**src/hdl/rfm_consts.vh**
```
`ifndef RFM_CONSTS_VH
`define RFM_CONSTS_VH
// timing figures in their own units
`define RFM_CLK_MHZ 25
`define RFM_ILIM_US 20
`define RFM_THERM_US 20
`define RFM_SHORT_US 1000
`define RFM_SYNC_US 3
`define RFM_OVP_RISE_US 1
`define RFM_OVP_FALL_US 20
`define RFM_PG_US 6
// derived cycle counts
`define RFM_ILIM_CYC (`RFM_ILIM_US * `RFM_CLK_MHZ)
`define RFM_THERM_CYC (`RFM_THERM_US * `RFM_CLK_MHZ)
`define RFM_SHORT_CYC (`RFM_SHORT_US * `RFM_CLK_MHZ)
`define RFM_SYNC_CYC (`RFM_SYNC_US * `RFM_CLK_MHZ)
`define RFM_OVP_RISE_CYC (`RFM_OVP_RISE_US * `RFM_CLK_MHZ)
`define RFM_OVP_FALL_CYC (`RFM_OVP_FALL_US * `RFM_CLK_MHZ)
`define RFM_PG_CYC (`RFM_PG_US * `RFM_CLK_MHZ)
// counter width
`define RFM_CW 16
// regulator count: two bucks, two linear regulators
`define RFM_NREG 4
// device states
`define RFM_ST_SHUTDOWN 2'h0
`define RFM_ST_STANDBY 2'h1
`define RFM_ST_ACTIVE 2'h2
`endif

```
**src/hdl/rfm_fault_monitor.v**
```verilog
`timescale 1ns/1ps
`include "rfm_consts.vh"
module rfm_fault_monitor #(
    parameter ILIM_CYC = `RFM_ILIM_CYC,
    parameter THERM_CYC = `RFM_THERM_CYC,
    parameter SHORT_CYC = `RFM_SHORT_CYC,
    parameter SYNC_CYC = `RFM_SYNC_CYC,
    parameter OVP_RISE_CYC = `RFM_OVP_RISE_CYC,
    parameter OVP_FALL_CYC = `RFM_OVP_FALL_CYC,
    parameter PG_CYC = `RFM_PG_CYC
) (
    // clock and reset
    input wire mclk_in,
    input wire nrst_in,
    // analog comparator levels, bit0..1 buck, bit2..3 linreg
    input wire [3:0] reg_limiting_in,
    input wire [3:0] reg_output_low_in,
    input wire [3:0] reg_output_pg_in,
    input wire hot_warn_raw_in,
    input wire overtemp_raw_in,
    input wire supply_high_level_in,
    input wire supply_low_lockout_in,
    input wire enable_pin_in,
    // configuration bits
    input wire [3:0] reg_enable_req_in,
    input wire [3:0] discharge_on_in,
    input wire [3:0] limit_irq_block_in,
    input wire hot_warn_irq_block_in,
    input wire reset_irq_block_in,
    input wire soft_reset_request_in,
    input wire shared_pin_function_sel_in,
    input wire [1:0] aux_output_drive_type_in,
    input wire [1:0] aux_output_level_in,
    input wire [1:0] aux_output_sequence_link_in,
    // write-1-to-clear strobes
    input wire [3:0] limit_flag_clr_in,
    input wire [3:0] short_flag_clr_in,
    input wire hot_warn_flag_clr_in,
    input wire supply_high_flag_clr_in,
    input wire overtemp_off_flag_clr_in,
    input wire reset_flag_clr_in,
    // sticky flags
    output wire [3:0] limit_flag_out,
    output wire [3:0] short_flag_out,
    output wire [1:0] buck_summary_flag_out,
    output wire [1:0] linreg_summary_flag_out,
    output wire hot_warn_flag_out,
    output wire supply_high_flag_out,
    output wire overtemp_off_flag_out,
    output wire reset_flag_out,
    // live status
    output wire [3:0] limit_live_out,
    output wire [3:0] running_live_out,
    output wire hot_warn_live_out,
    output wire supply_high_live_out,
    output wire overtemp_off_live_out,
    output wire [3:0] power_ok_live_out,
    output wire [1:0] dev_state_out,
    // regulator drive
    output wire [3:0] switch_on_out,
    output wire [3:0] discharge_out,
    // pins
    output wire irq_out_n,
    output wire aux_output_a_out,
    output wire aux_output_a_oe_out,
    output wire aux_output_b_out,
    output wire aux_output_b_oe_out,
    output wire ext_clock_route_out
);

    ////////////////////////////////////////////////////////////////////////
    // reset release; undervoltage lockout acts as a reset at once
    reg [1:0] rst_sync_ff;
    wire rst_n;
    wire rst_async_n;
    assign rst_async_n = nrst_in & ~supply_low_lockout_in;
    always @(posedge mclk_in or negedge rst_async_n) begin
        if (!rst_async_n) begin
            rst_sync_ff <= 2'h0;
        end else begin
            rst_sync_ff <= {rst_sync_ff[0], 1'b1};
        end
    end
    assign rst_n = rst_sync_ff[1];

    ////////////////////////////////////////////////////////////////////////
    // recovery delay: supply must stay up for the sync time, no filtering
    reg [`RFM_CW-1:0] uv_cnt_ff;
    reg uv_ok_ff;
    always @(posedge mclk_in or negedge rst_n) begin
        if (!rst_n) begin
            uv_cnt_ff <= {`RFM_CW{1'b0}};
            uv_ok_ff <= 1'b0;
        end else if (!uv_ok_ff) begin
            uv_cnt_ff <= uv_cnt_ff + 1'b1;
            uv_ok_ff <= (uv_cnt_ff == SYNC_CYC[`RFM_CW-1:0] - 1'b1);
        end
    end

    // enable pin: synchronised only, not held off by the sync delay
    reg [1:0] en_sync_ff;
    always @(posedge mclk_in or negedge rst_n) begin
        if (!rst_n) begin
            en_sync_ff <= 2'h0;
        end else begin
            en_sync_ff <= {en_sync_ff[0], enable_pin_in};
        end
    end
    wire en_pin = en_sync_ff[1];

    ////////////////////////////////////////////////////////////////////////
    // symmetric/asymmetric debounce filters; one counter per signal
    // a window counts consecutive samples that differ from the output
    function [`RFM_CW-1:0] rfm_win;
        input cur;
        input [`RFM_CW-1:0] rise;
        input [`RFM_CW-1:0] fall;
        begin
            rfm_win = cur ? fall : rise;
        end
    endfunction

    localparam NF = 11; // 4 limit, 4 power-good, warn, temp, ovp
    wire [NF-1:0] f_raw;
    reg [NF-1:0] f_out_ff;
    assign f_raw = {supply_high_level_in, overtemp_raw_in, hot_warn_raw_in,
                    reg_output_pg_in, reg_limiting_in};
    genvar gi;
    generate
        for (gi = 0; gi < NF; gi = gi + 1) begin : g_flt
            wire [`RFM_CW-1:0] rise_w;
            wire [`RFM_CW-1:0] fall_w;
            reg [`RFM_CW-1:0] cnt_ff;
            assign rise_w = (gi < 4) ? ILIM_CYC[`RFM_CW-1:0] :
                            (gi < 8) ? PG_CYC[`RFM_CW-1:0] :
                            (gi < 10) ? THERM_CYC[`RFM_CW-1:0] : OVP_RISE_CYC[`RFM_CW-1:0];
            assign fall_w = (gi < 4) ? ILIM_CYC[`RFM_CW-1:0] :
                            (gi < 8) ? PG_CYC[`RFM_CW-1:0] :
                            (gi < 10) ? THERM_CYC[`RFM_CW-1:0] : OVP_FALL_CYC[`RFM_CW-1:0];
            // sampled counter, window accurate to one clock period
            always @(posedge mclk_in or negedge rst_n) begin
                if (!rst_n) begin
                    cnt_ff <= {`RFM_CW{1'b0}};
                    f_out_ff[gi] <= 1'b0;
                end else if (f_raw[gi] == f_out_ff[gi]) begin
                    cnt_ff <= {`RFM_CW{1'b0}};
                end else if (cnt_ff == rfm_win(f_out_ff[gi], rise_w, fall_w) - 1'b1) begin
                    cnt_ff <= {`RFM_CW{1'b0}};
                    f_out_ff[gi] <= f_raw[gi];
                end else begin
                    cnt_ff <= cnt_ff + 1'b1;
                end
            end
        end
    endgenerate

    wire [3:0] limit_live = f_out_ff[3:0];
    wire hot_warn_live = f_out_ff[8];
    wire overtemp_live = f_out_ff[9];
    wire ovp_raw_live = f_out_ff[10];

    ////////////////////////////////////////////////////////////////////////
    // device state
    localparam ST_SHUTDOWN = `RFM_ST_SHUTDOWN;
    localparam ST_STANDBY = `RFM_ST_STANDBY;
    localparam ST_ACTIVE = `RFM_ST_ACTIVE;
    reg [1:0] state_ff;
    reg [1:0] nxt_state;
    reg [3:0] running_ff;
    reg ovp_flag_ff;
    reg ot_flag_ff;
    // overvoltage only watched outside shutdown
    wire ovp_live = ovp_raw_live & (state_ff != ST_SHUTDOWN);
    // enables refused while a global fault is present or pending
    wire block_all = ovp_live | ovp_flag_ff | overtemp_live | ot_flag_ff;

    always @* begin
        nxt_state = state_ff;
        case (state_ff)
            ST_SHUTDOWN: begin
                if (uv_ok_ff) begin
                    nxt_state = ST_STANDBY;
                end
            end
            ST_STANDBY: begin
                if (|running_ff) begin
                    nxt_state = ST_ACTIVE;
                end
            end
            ST_ACTIVE: begin
                if (overtemp_live || ~|running_ff) begin
                    nxt_state = ST_STANDBY;
                end
            end
            default: begin
                nxt_state = ST_SHUTDOWN;
            end
        endcase
    end
    always @(posedge mclk_in or negedge rst_n) begin
        if (!rst_n) begin
            state_ff <= ST_SHUTDOWN;
        end else begin
            state_ff <= nxt_state;
        end
    end

    ////////////////////////////////////////////////////////////////////////
    // per-regulator short/overload timer and running control
    reg [3:0] short_flag_ff;
    reg [3:0] limit_flag_ff;
    reg [3:0] short_det;
    generate
        for (gi = 0; gi < `RFM_NREG; gi = gi + 1) begin : g_reg
            reg [`RFM_CW-1:0] low_cnt_ff;
            // low after enable or in operation, both need 1 ms continuous
            always @(posedge mclk_in or negedge rst_n) begin
                if (!rst_n) begin
                    low_cnt_ff <= {`RFM_CW{1'b0}};
                end else if (!running_ff[gi] || !reg_output_low_in[gi]) begin
                    low_cnt_ff <= {`RFM_CW{1'b0}};
                end else if (low_cnt_ff != SHORT_CYC[`RFM_CW-1:0]) begin
                    low_cnt_ff <= low_cnt_ff + 1'b1;
                end
            end
            always @* begin
                short_det[gi] = running_ff[gi] && reg_output_low_in[gi] &&
                                (low_cnt_ff == SHORT_CYC[`RFM_CW-1:0] - 1'b1);
            end
            // start only when requested, no short pending, no global block
            always @(posedge mclk_in or negedge rst_n) begin
                if (!rst_n) begin
                    running_ff[gi] <= 1'b0;
                end else if (short_det[gi] || block_all || ovp_raw_live) begin
                    running_ff[gi] <= 1'b0;
                end else begin
                    // restart after short flag clear if still requested
                    running_ff[gi] <= reg_enable_req_in[gi] & ~short_flag_ff[gi] &
                                      (state_ff != ST_SHUTDOWN);
                end
            end
            // sticky flags: set wins over write-1 clear
            always @(posedge mclk_in or negedge rst_n) begin
                if (!rst_n) begin
                    short_flag_ff[gi] <= 1'b0;
                    limit_flag_ff[gi] <= 1'b0;
                end else begin
                    short_flag_ff[gi] <= short_det[gi] | (short_flag_ff[gi] & ~short_flag_clr_in[gi]);
                    limit_flag_ff[gi] <= limit_live[gi] | (limit_flag_ff[gi] & ~limit_flag_clr_in[gi]);
                end
            end
        end
    endgenerate

    ////////////////////////////////////////////////////////////////////////
    // global sticky flags
    reg warn_flag_ff;
    reg rst_flag_ff;
    reg rst_flag_pend_ff;
    reg soft_rst_ff;
    always @(posedge mclk_in or negedge rst_n) begin
        if (!rst_n) begin
            warn_flag_ff <= 1'b0;
            ovp_flag_ff <= 1'b0;
            ot_flag_ff <= 1'b0;
            rst_flag_pend_ff <= 1'b1;
            rst_flag_ff <= 1'b0;
        end else begin
            warn_flag_ff <= hot_warn_live | (warn_flag_ff & ~hot_warn_flag_clr_in);
            // clear ignored while the condition persists
            ovp_flag_ff <= ovp_live | (ovp_flag_ff & ~supply_high_flag_clr_in);
            ot_flag_ff <= overtemp_live | (ot_flag_ff & ~overtemp_off_flag_clr_in);
            // reset indication, sampled once after release
            rst_flag_pend_ff <= 1'b0;
            // a soft reset request flags itself like a power-up
            rst_flag_ff <= ((rst_flag_pend_ff | soft_rst_ff) & ~reset_irq_block_in) |
                           (rst_flag_ff & ~reset_flag_clr_in);
        end
    end

    ////////////////////////////////////////////////////////////////////////
    // soft reset: request registered each clock, it raises the reset flag and, through soft_hit, the interrupt
    // a trade-off: registers owned by host follow via their own reset
    always @(posedge mclk_in or negedge rst_n) begin
        if (!rst_n) begin
            soft_rst_ff <= 1'b0;
        end else begin
            soft_rst_ff <= soft_reset_request_in;
        end
    end
    // soft reset is folded into sticky state by the reset flag path
    wire soft_hit = soft_rst_ff & ~reset_irq_block_in;

    ////////////////////////////////////////////////////////////////////////
    // interrupt: level, held while any unmasked flag pends
    wire irq_any = |(limit_flag_ff & ~limit_irq_block_in) | (|short_flag_ff) |
                   (warn_flag_ff & ~hot_warn_irq_block_in) | ovp_flag_ff | ot_flag_ff |
                   rst_flag_ff | soft_hit;
    reg irq_n_ff;
    always @(posedge mclk_in or negedge rst_n) begin
        if (!rst_n) begin
            irq_n_ff <= 1'b1;
        end else begin
            irq_n_ff <= ~irq_any;
        end
    end

    ////////////////////////////////////////////////////////////////////////
    // aux outputs: level, sequence link to enable pin, forced low on ovp
    wire [1:0] aux_lvl = aux_output_level_in & (~aux_output_sequence_link_in | {2{en_pin}});
    wire [1:0] aux_val = ovp_live ? 2'h0 : aux_lvl;
    reg [1:0] aux_ff;
    always @(posedge mclk_in or negedge rst_n) begin
        if (!rst_n) begin
            aux_ff <= 2'h0;
        end else begin
            aux_ff <= aux_val;
        end
    end
    // open drain drives only the low level
    assign aux_output_a_out = aux_ff[0];
    assign aux_output_a_oe_out = ~aux_output_drive_type_in[0] | ~aux_ff[0];
    assign aux_output_b_out = aux_ff[1];
    assign aux_output_b_oe_out = ~shared_pin_function_sel_in &
                                 (~aux_output_drive_type_in[1] | ~aux_ff[1]);
    assign ext_clock_route_out = shared_pin_function_sel_in;

    ////////////////////////////////////////////////////////////////////////
    // outputs
    assign switch_on_out = running_ff;
    assign discharge_out = ~running_ff & discharge_on_in;
    assign running_live_out = running_ff;
    assign limit_flag_out = limit_flag_ff;
    assign short_flag_out = short_flag_ff;
    assign buck_summary_flag_out = short_flag_ff[1:0];
    assign linreg_summary_flag_out = short_flag_ff[3:2];
    assign hot_warn_flag_out = warn_flag_ff;
    assign supply_high_flag_out = ovp_flag_ff;
    assign overtemp_off_flag_out = ot_flag_ff;
    assign reset_flag_out = rst_flag_ff;
    assign limit_live_out = limit_live;
    assign hot_warn_live_out = hot_warn_live;
    assign supply_high_live_out = ovp_live;
    assign overtemp_off_live_out = overtemp_live;
    assign power_ok_live_out = f_out_ff[7:4];
    assign dev_state_out = state_ff;
    assign irq_out_n = irq_n_ff;

endmodule // rfm_fault_monitor

```
**config.mk**
```make
export PLATFORM = sky130hd
export DESIGN_NAME = rfm_fault_monitor
export DESIGN_NICKNAME = d
export VERILOG_FILES = /design/src/hdl/rfm_fault_monitor.v
export VERILOG_INCLUDE_DIRS = /design/src /design/src/hdl
export SDC_FILE = /design/constraint.sdc
export NUM_CORES = 1
export LEC_CHECK = 0
export ABC_AREA = 1
export BUFFER_PORTS_ARGS = -buffer_cell sky130_fd_sc_hd__buf_2
export CAP_MARGIN = 0
export CORE_MARGIN = 5
export CORE_UTILIZATION = 63
export CTS_BUF_LIST = sky130_fd_sc_hd__clkbuf_4 sky130_fd_sc_hd__clkbuf_8
export CTS_CLUSTER_SIZE = 14
export DETAILED_ROUTE_END_ITERATION = 8
export GPL_TIMING_DRIVEN = 0
export PLACE_DENSITY = 0.84
export REMOVE_ABC_BUFFERS = 1
export SYNTH_ARGS = -nofsm -noshare
export SYNTH_HDL_FRONTEND = slang
export SYNTH_SLANG_ARGS = --single-unit
```
**constraint.sdc**
```tcl
create_clock -name mclk_in -period 10.3 [get_ports mclk_in]
set_input_delay 0.515 -clock mclk_in [delete_from_list [all_inputs] [get_ports mclk_in]]
set_output_delay 0.515 -clock mclk_in [all_outputs]
set_load 0.005 [all_outputs]
```
==> run_results.csv <==
group,metric,value,unit
run_status,status,"finished clean",
finish,final_net_count,2364,
clocking,cts-resized-gates,0,
floorplanning,core_area,25200,um2
synth,post_synth_num_cell_types,41,
floorplanning,die_x,170,um
sta,unrepaired_setup_endpoints_after_global_routing,"no",
global_route,grt_overflow,0,
power_and_ir_drop,power_frac_seq,0.495,
power_and_ir_drop,share_clk_of_total_power,0.461,
finish,synthToLayoutAreaGrowth,12.7,%
clocking,clock_path_buffers,3,
floorplanning,design.portCount,100,
global_route,gr-usage-met3,0.0415,
routing,post_drt_via_cell_ratio,5.33,
global_route,grtUsageMet2,0.426,
setup_path,maximum_fanout_count_along_the_critical_path,4,
setup_path,crit_arrival,1450,ps
synth,synth.avg_cell_area,7.50,um2
setup_path,r2r_cells,6,
sta,max-slew-margin-rel,0.547,
clocking,clock_tree_from_tritoncts,"done",
sta,layout_min_cycle_time,1960,ps
routing,drc_errors,0,
global_route,grt_pass1_wl,59300,um
floorplanning,row_count,58,
sta,setup_viol,0,
power_and_ir_drop,power.ir.vdd_worst,0.150,mV
global_route,antenna_found_initial,0,
sta,finalHoldViolations,0,
synth,yosys-top-cells-area,"sky130_fd_sc_hd__dfrtp_1 46%, sky130_fd_sc_hd__nand2_1 10%, sky130_fd_sc_hd__nor2_1 10%, sky130_fd_sc_hd__inv_1 7.0%, sky130_fd_sc_hd__nand3_1 6.3%",
setup_path,worstSetupEndpointType,"output port",
min_path,hold_path_class,"primary input to register",
setup_path,crit-reg2reg-capture,"g_flt[1].cnt_ff[5]$_DFF_PN0_",
setup_path,worstSetupStartpointType,"register",
min_path,worstHoldStart,"soft_reset_request_in",
floorplanning,floorplan.die_area,28800,um2
floorplanning,fp.dieH,170,um
synth,yosysMostFrequentCell,"sky130_fd_sc_hd__nand2_1",
routing,detailedRoute.firstPassIterationCount,6,
clocking,cts_inserted_buffers,50,
global_route,largest_net_degree_at_the_start_of_global_routing,72,
place,place.detailed.hpwl,24800,um
clocking,tritoncts_num_sinks,295,
synth,synthDominantCellAreaShare,0.456,
sta,post_route_clock_skew,18.5,ps
clocking,clk_latency,570,ps
min_path,hold-path-cell-count,1,
place,port_buffer_count,99,
global_route,track_usage,0.239,
finish,antenna_cells,0,
sta,drv_slew,0,
routing,postRouteAntennaNets,0,
synth,syn_area,16100,um2
global_route,number_of_global_route_vias_before_repair,13797,
power_and_ir_drop,power_leakage,0.00839,uW
clocking,post_cts.repair.setup_buffers,0,
routing,via_count,14135,
power_and_ir_drop,cellPowerDensity,133,nW/um2
finish,post-route-util,0.719,
sta,maxClockFrequency,0.509,GHz
clocking,cts-root-buf,"sky130_fd_sc_hd__clkbuf_8",
synth,synth_enable_flop_cells,0,
power_and_ir_drop,total_power,2420,uW
clocking,holdBufCountCts,2,
synth,synth.yosys.seq_area_share,0.459,
synth,ys_top_cells_by_count,"446 x sky130_fd_sc_hd__nand2_1, 436 x sky130_fd_sc_hd__nor2_1, 299 x sky130_fd_sc_hd__inv_1, 293 x sky130_fd_sc_hd__dfrtp_1, 203 x sky130_fd_sc_hd__nand3_1",
power_and_ir_drop,switching_fraction_of_total_power,0.226,
floorplanning,initial_core_util,0.639,
routing,drt_iter0_drc,885,
synth,yosysTopAreaCell,"sky130_fd_sc_hd__dfrtp_1",
setup_path,cp_data_required_time,9790,ps
place,gp_routability_congestion,0.916,
setup_path,crit_path_start,"dev_state_out[0]$_DFFE_PN0P_",
sta,post-route-period-util,0.191,
sta,actual_slew_at_the_worst_max_slew_pin,680,ps
power_and_ir_drop,net-switching-power,548,uW
job,drv_cap,0,
synth,cells_after_synth,2143,
global_route,grtUsageMet1,0.304,
setup_path,r2r-start,"g_flt[1].cnt_ff[0]$_DFF_PN0_",
setup_path,critPathKind,"register to output port",
routing,detail_route.wl_per_cell,12.7,um
synth,async_reset_ff_frac,1.00,
clocking,cts_max_level,2,
finish,final_layout_size_suffix_gt1_frac,0.113,
synth,yosys_most_used_dff,"sky130_fd_sc_hd__dfrtp_1",
power_and_ir_drop,combPwrFrac,0.043,
power_and_ir_drop,internal-power,1870,uW
global_route,globalRoute.busiestLayer,"met2",
min_path,holdPathEnd,"soft_rst_ff$_DFF_PN0_",
synth,synth-warning-count,0,
clocking,cts.clk_slew.worst_paths,60,ps
synth,postSynthRegisterBits,295,
setup_path,regToRegSetupSlack,8630,ps
routing,route.final.wire_length,33800,um
## stage by stage
step / setup TNS [ps] / hold WS, ps / setup slack, ps / std cells / cell area [um2]
floorplan: 0 / 312 / 1470 / 2129 / 16000
global placement: -485780 / 335 / -1700 / 2558 / 16900
detailed placement: 0 / 342 / 8620 / 2562 / 17000
CTS: 0 / 10.9 / 8310 / 2654 / 18100
global route: 0 / 13.4 / 8230 / 2654 / 18100
finish: 0 / 47.3 / 8340 / 2654 / 18100
## worst max-delay path: stages, from the launching register on
cell	delay (ps)
sky130_fd_sc_hd__dfrtp_1	400
sky130_fd_sc_hd__inv_1	120
sky130_fd_sc_hd__nand2_1	80
sky130_fd_sc_hd__nand2_1	90
sky130_fd_sc_hd__inv_1	70
sky130_fd_sc_hd__buf_2	130
## routing by layer
metal / vias to the layer above / part of all wire
li1: 7090 / -
met5: - / 0
met3: 48 / 0.051
met2: 354 / 0.50
met4: 0 / 0.013
met1: 6643 / 0.44
## placed cells by master (no fill, tap or decap), types with 3 or more instances in the layout
cell                       instances
sky130_fd_sc_hd__a21oi_1          45
sky130_fd_sc_hd__a31oi_1           4
sky130_fd_sc_hd__buf_16            4
sky130_fd_sc_hd__buf_2            99
sky130_fd_sc_hd__clkbuf_4         17
sky130_fd_sc_hd__clkbuf_8         66
sky130_fd_sc_hd__clkinv_1          3
sky130_fd_sc_hd__clkinv_2          6
sky130_fd_sc_hd__dfrtp_1         292
sky130_fd_sc_hd__ha_1             25
sky130_fd_sc_hd__inv_1           299
sky130_fd_sc_hd__inv_2             5
sky130_fd_sc_hd__nand2_1         446
sky130_fd_sc_hd__nand2_2          16
sky130_fd_sc_hd__nand3_1         203
sky130_fd_sc_hd__nand3_2           7
sky130_fd_sc_hd__nand3b_1          4
sky130_fd_sc_hd__nand4_1          70
sky130_fd_sc_hd__nor2_1          436
sky130_fd_sc_hd__nor2_2           17
sky130_fd_sc_hd__nor2_4            6
sky130_fd_sc_hd__nor3_1           56
sky130_fd_sc_hd__nor3_2            6
sky130_fd_sc_hd__nor3_4            6
sky130_fd_sc_hd__nor3b_1           3
sky130_fd_sc_hd__nor4_1            5
sky130_fd_sc_hd__o21ai_0          61
sky130_fd_sc_hd__o21ai_1           3
sky130_fd_sc_hd__o21bai_1          6
sky130_fd_sc_hd__xnor2_1          21
sky130_fd_sc_hd__xor2_1           67
## registers in the layout (all words and copies together) (netlist names), 4 cells and up
| name | count |
|---|---|
| g.low_cnt_ff | 64 |
| uv_cnt_ff | 16 |
| running_live_out | 4 |
| power_ok_live_out | 4 |
| limit_live_out | 4 |
| limit_flag_out | 4 |
| g_flt.cnt_ff | 176 |
## final cells by class
type / instances / area, um2
sequential: 295 / 7390
tap: 330 / 413
clock buffer: 83 / 1040
inverter: 307 / 1150
fill: 1955 / 7060
clock inverter: 7 / 60.1
timing repair buffer: 105 / 626
multi-input combinational: 1527 / 7440
## kinds of logic (layout without fill, tap and decap cells)
kind of cell	Yosys count	in the layout	synth area share
AO/OA/AOI/OAI	125	125	0.0411
XOR/XNOR	88	88	0.0479
adder cells (fa/ha/maj)	25	25	0.0195
buffers and inverters	321	502	0.0780
flip-flops	295	295	0.459
other	2	2	0.000467
AND/OR/NAND/NOR	1287	1287	0.354
## power groups by stage
stage	clock, uW	sequential (uW)	combinational (uW)
floorplan	0	1230	49.4
global placement	0	1240	78.0
detailed placement	0	1220	105
CTS	1150	1200	107
global route	1210	1200	121
finish	1120	1200	104
## worst max-delay path by stage
stage,to
2_1_floorplan,aux_ff[0]$_DFF_PN0_
3_5_place_dp,g_flt[1].cnt_ff[4]$_DFF_PN0_
5_1_grt,supply_high_live_out
3_3_place_gp,g_flt[7].cnt_ff[11]$_DFF_PN0_
4_1_cts,supply_high_live_out
6_report,supply_high_live_out
Note: power is estimated with default switching activity, not from simulation.
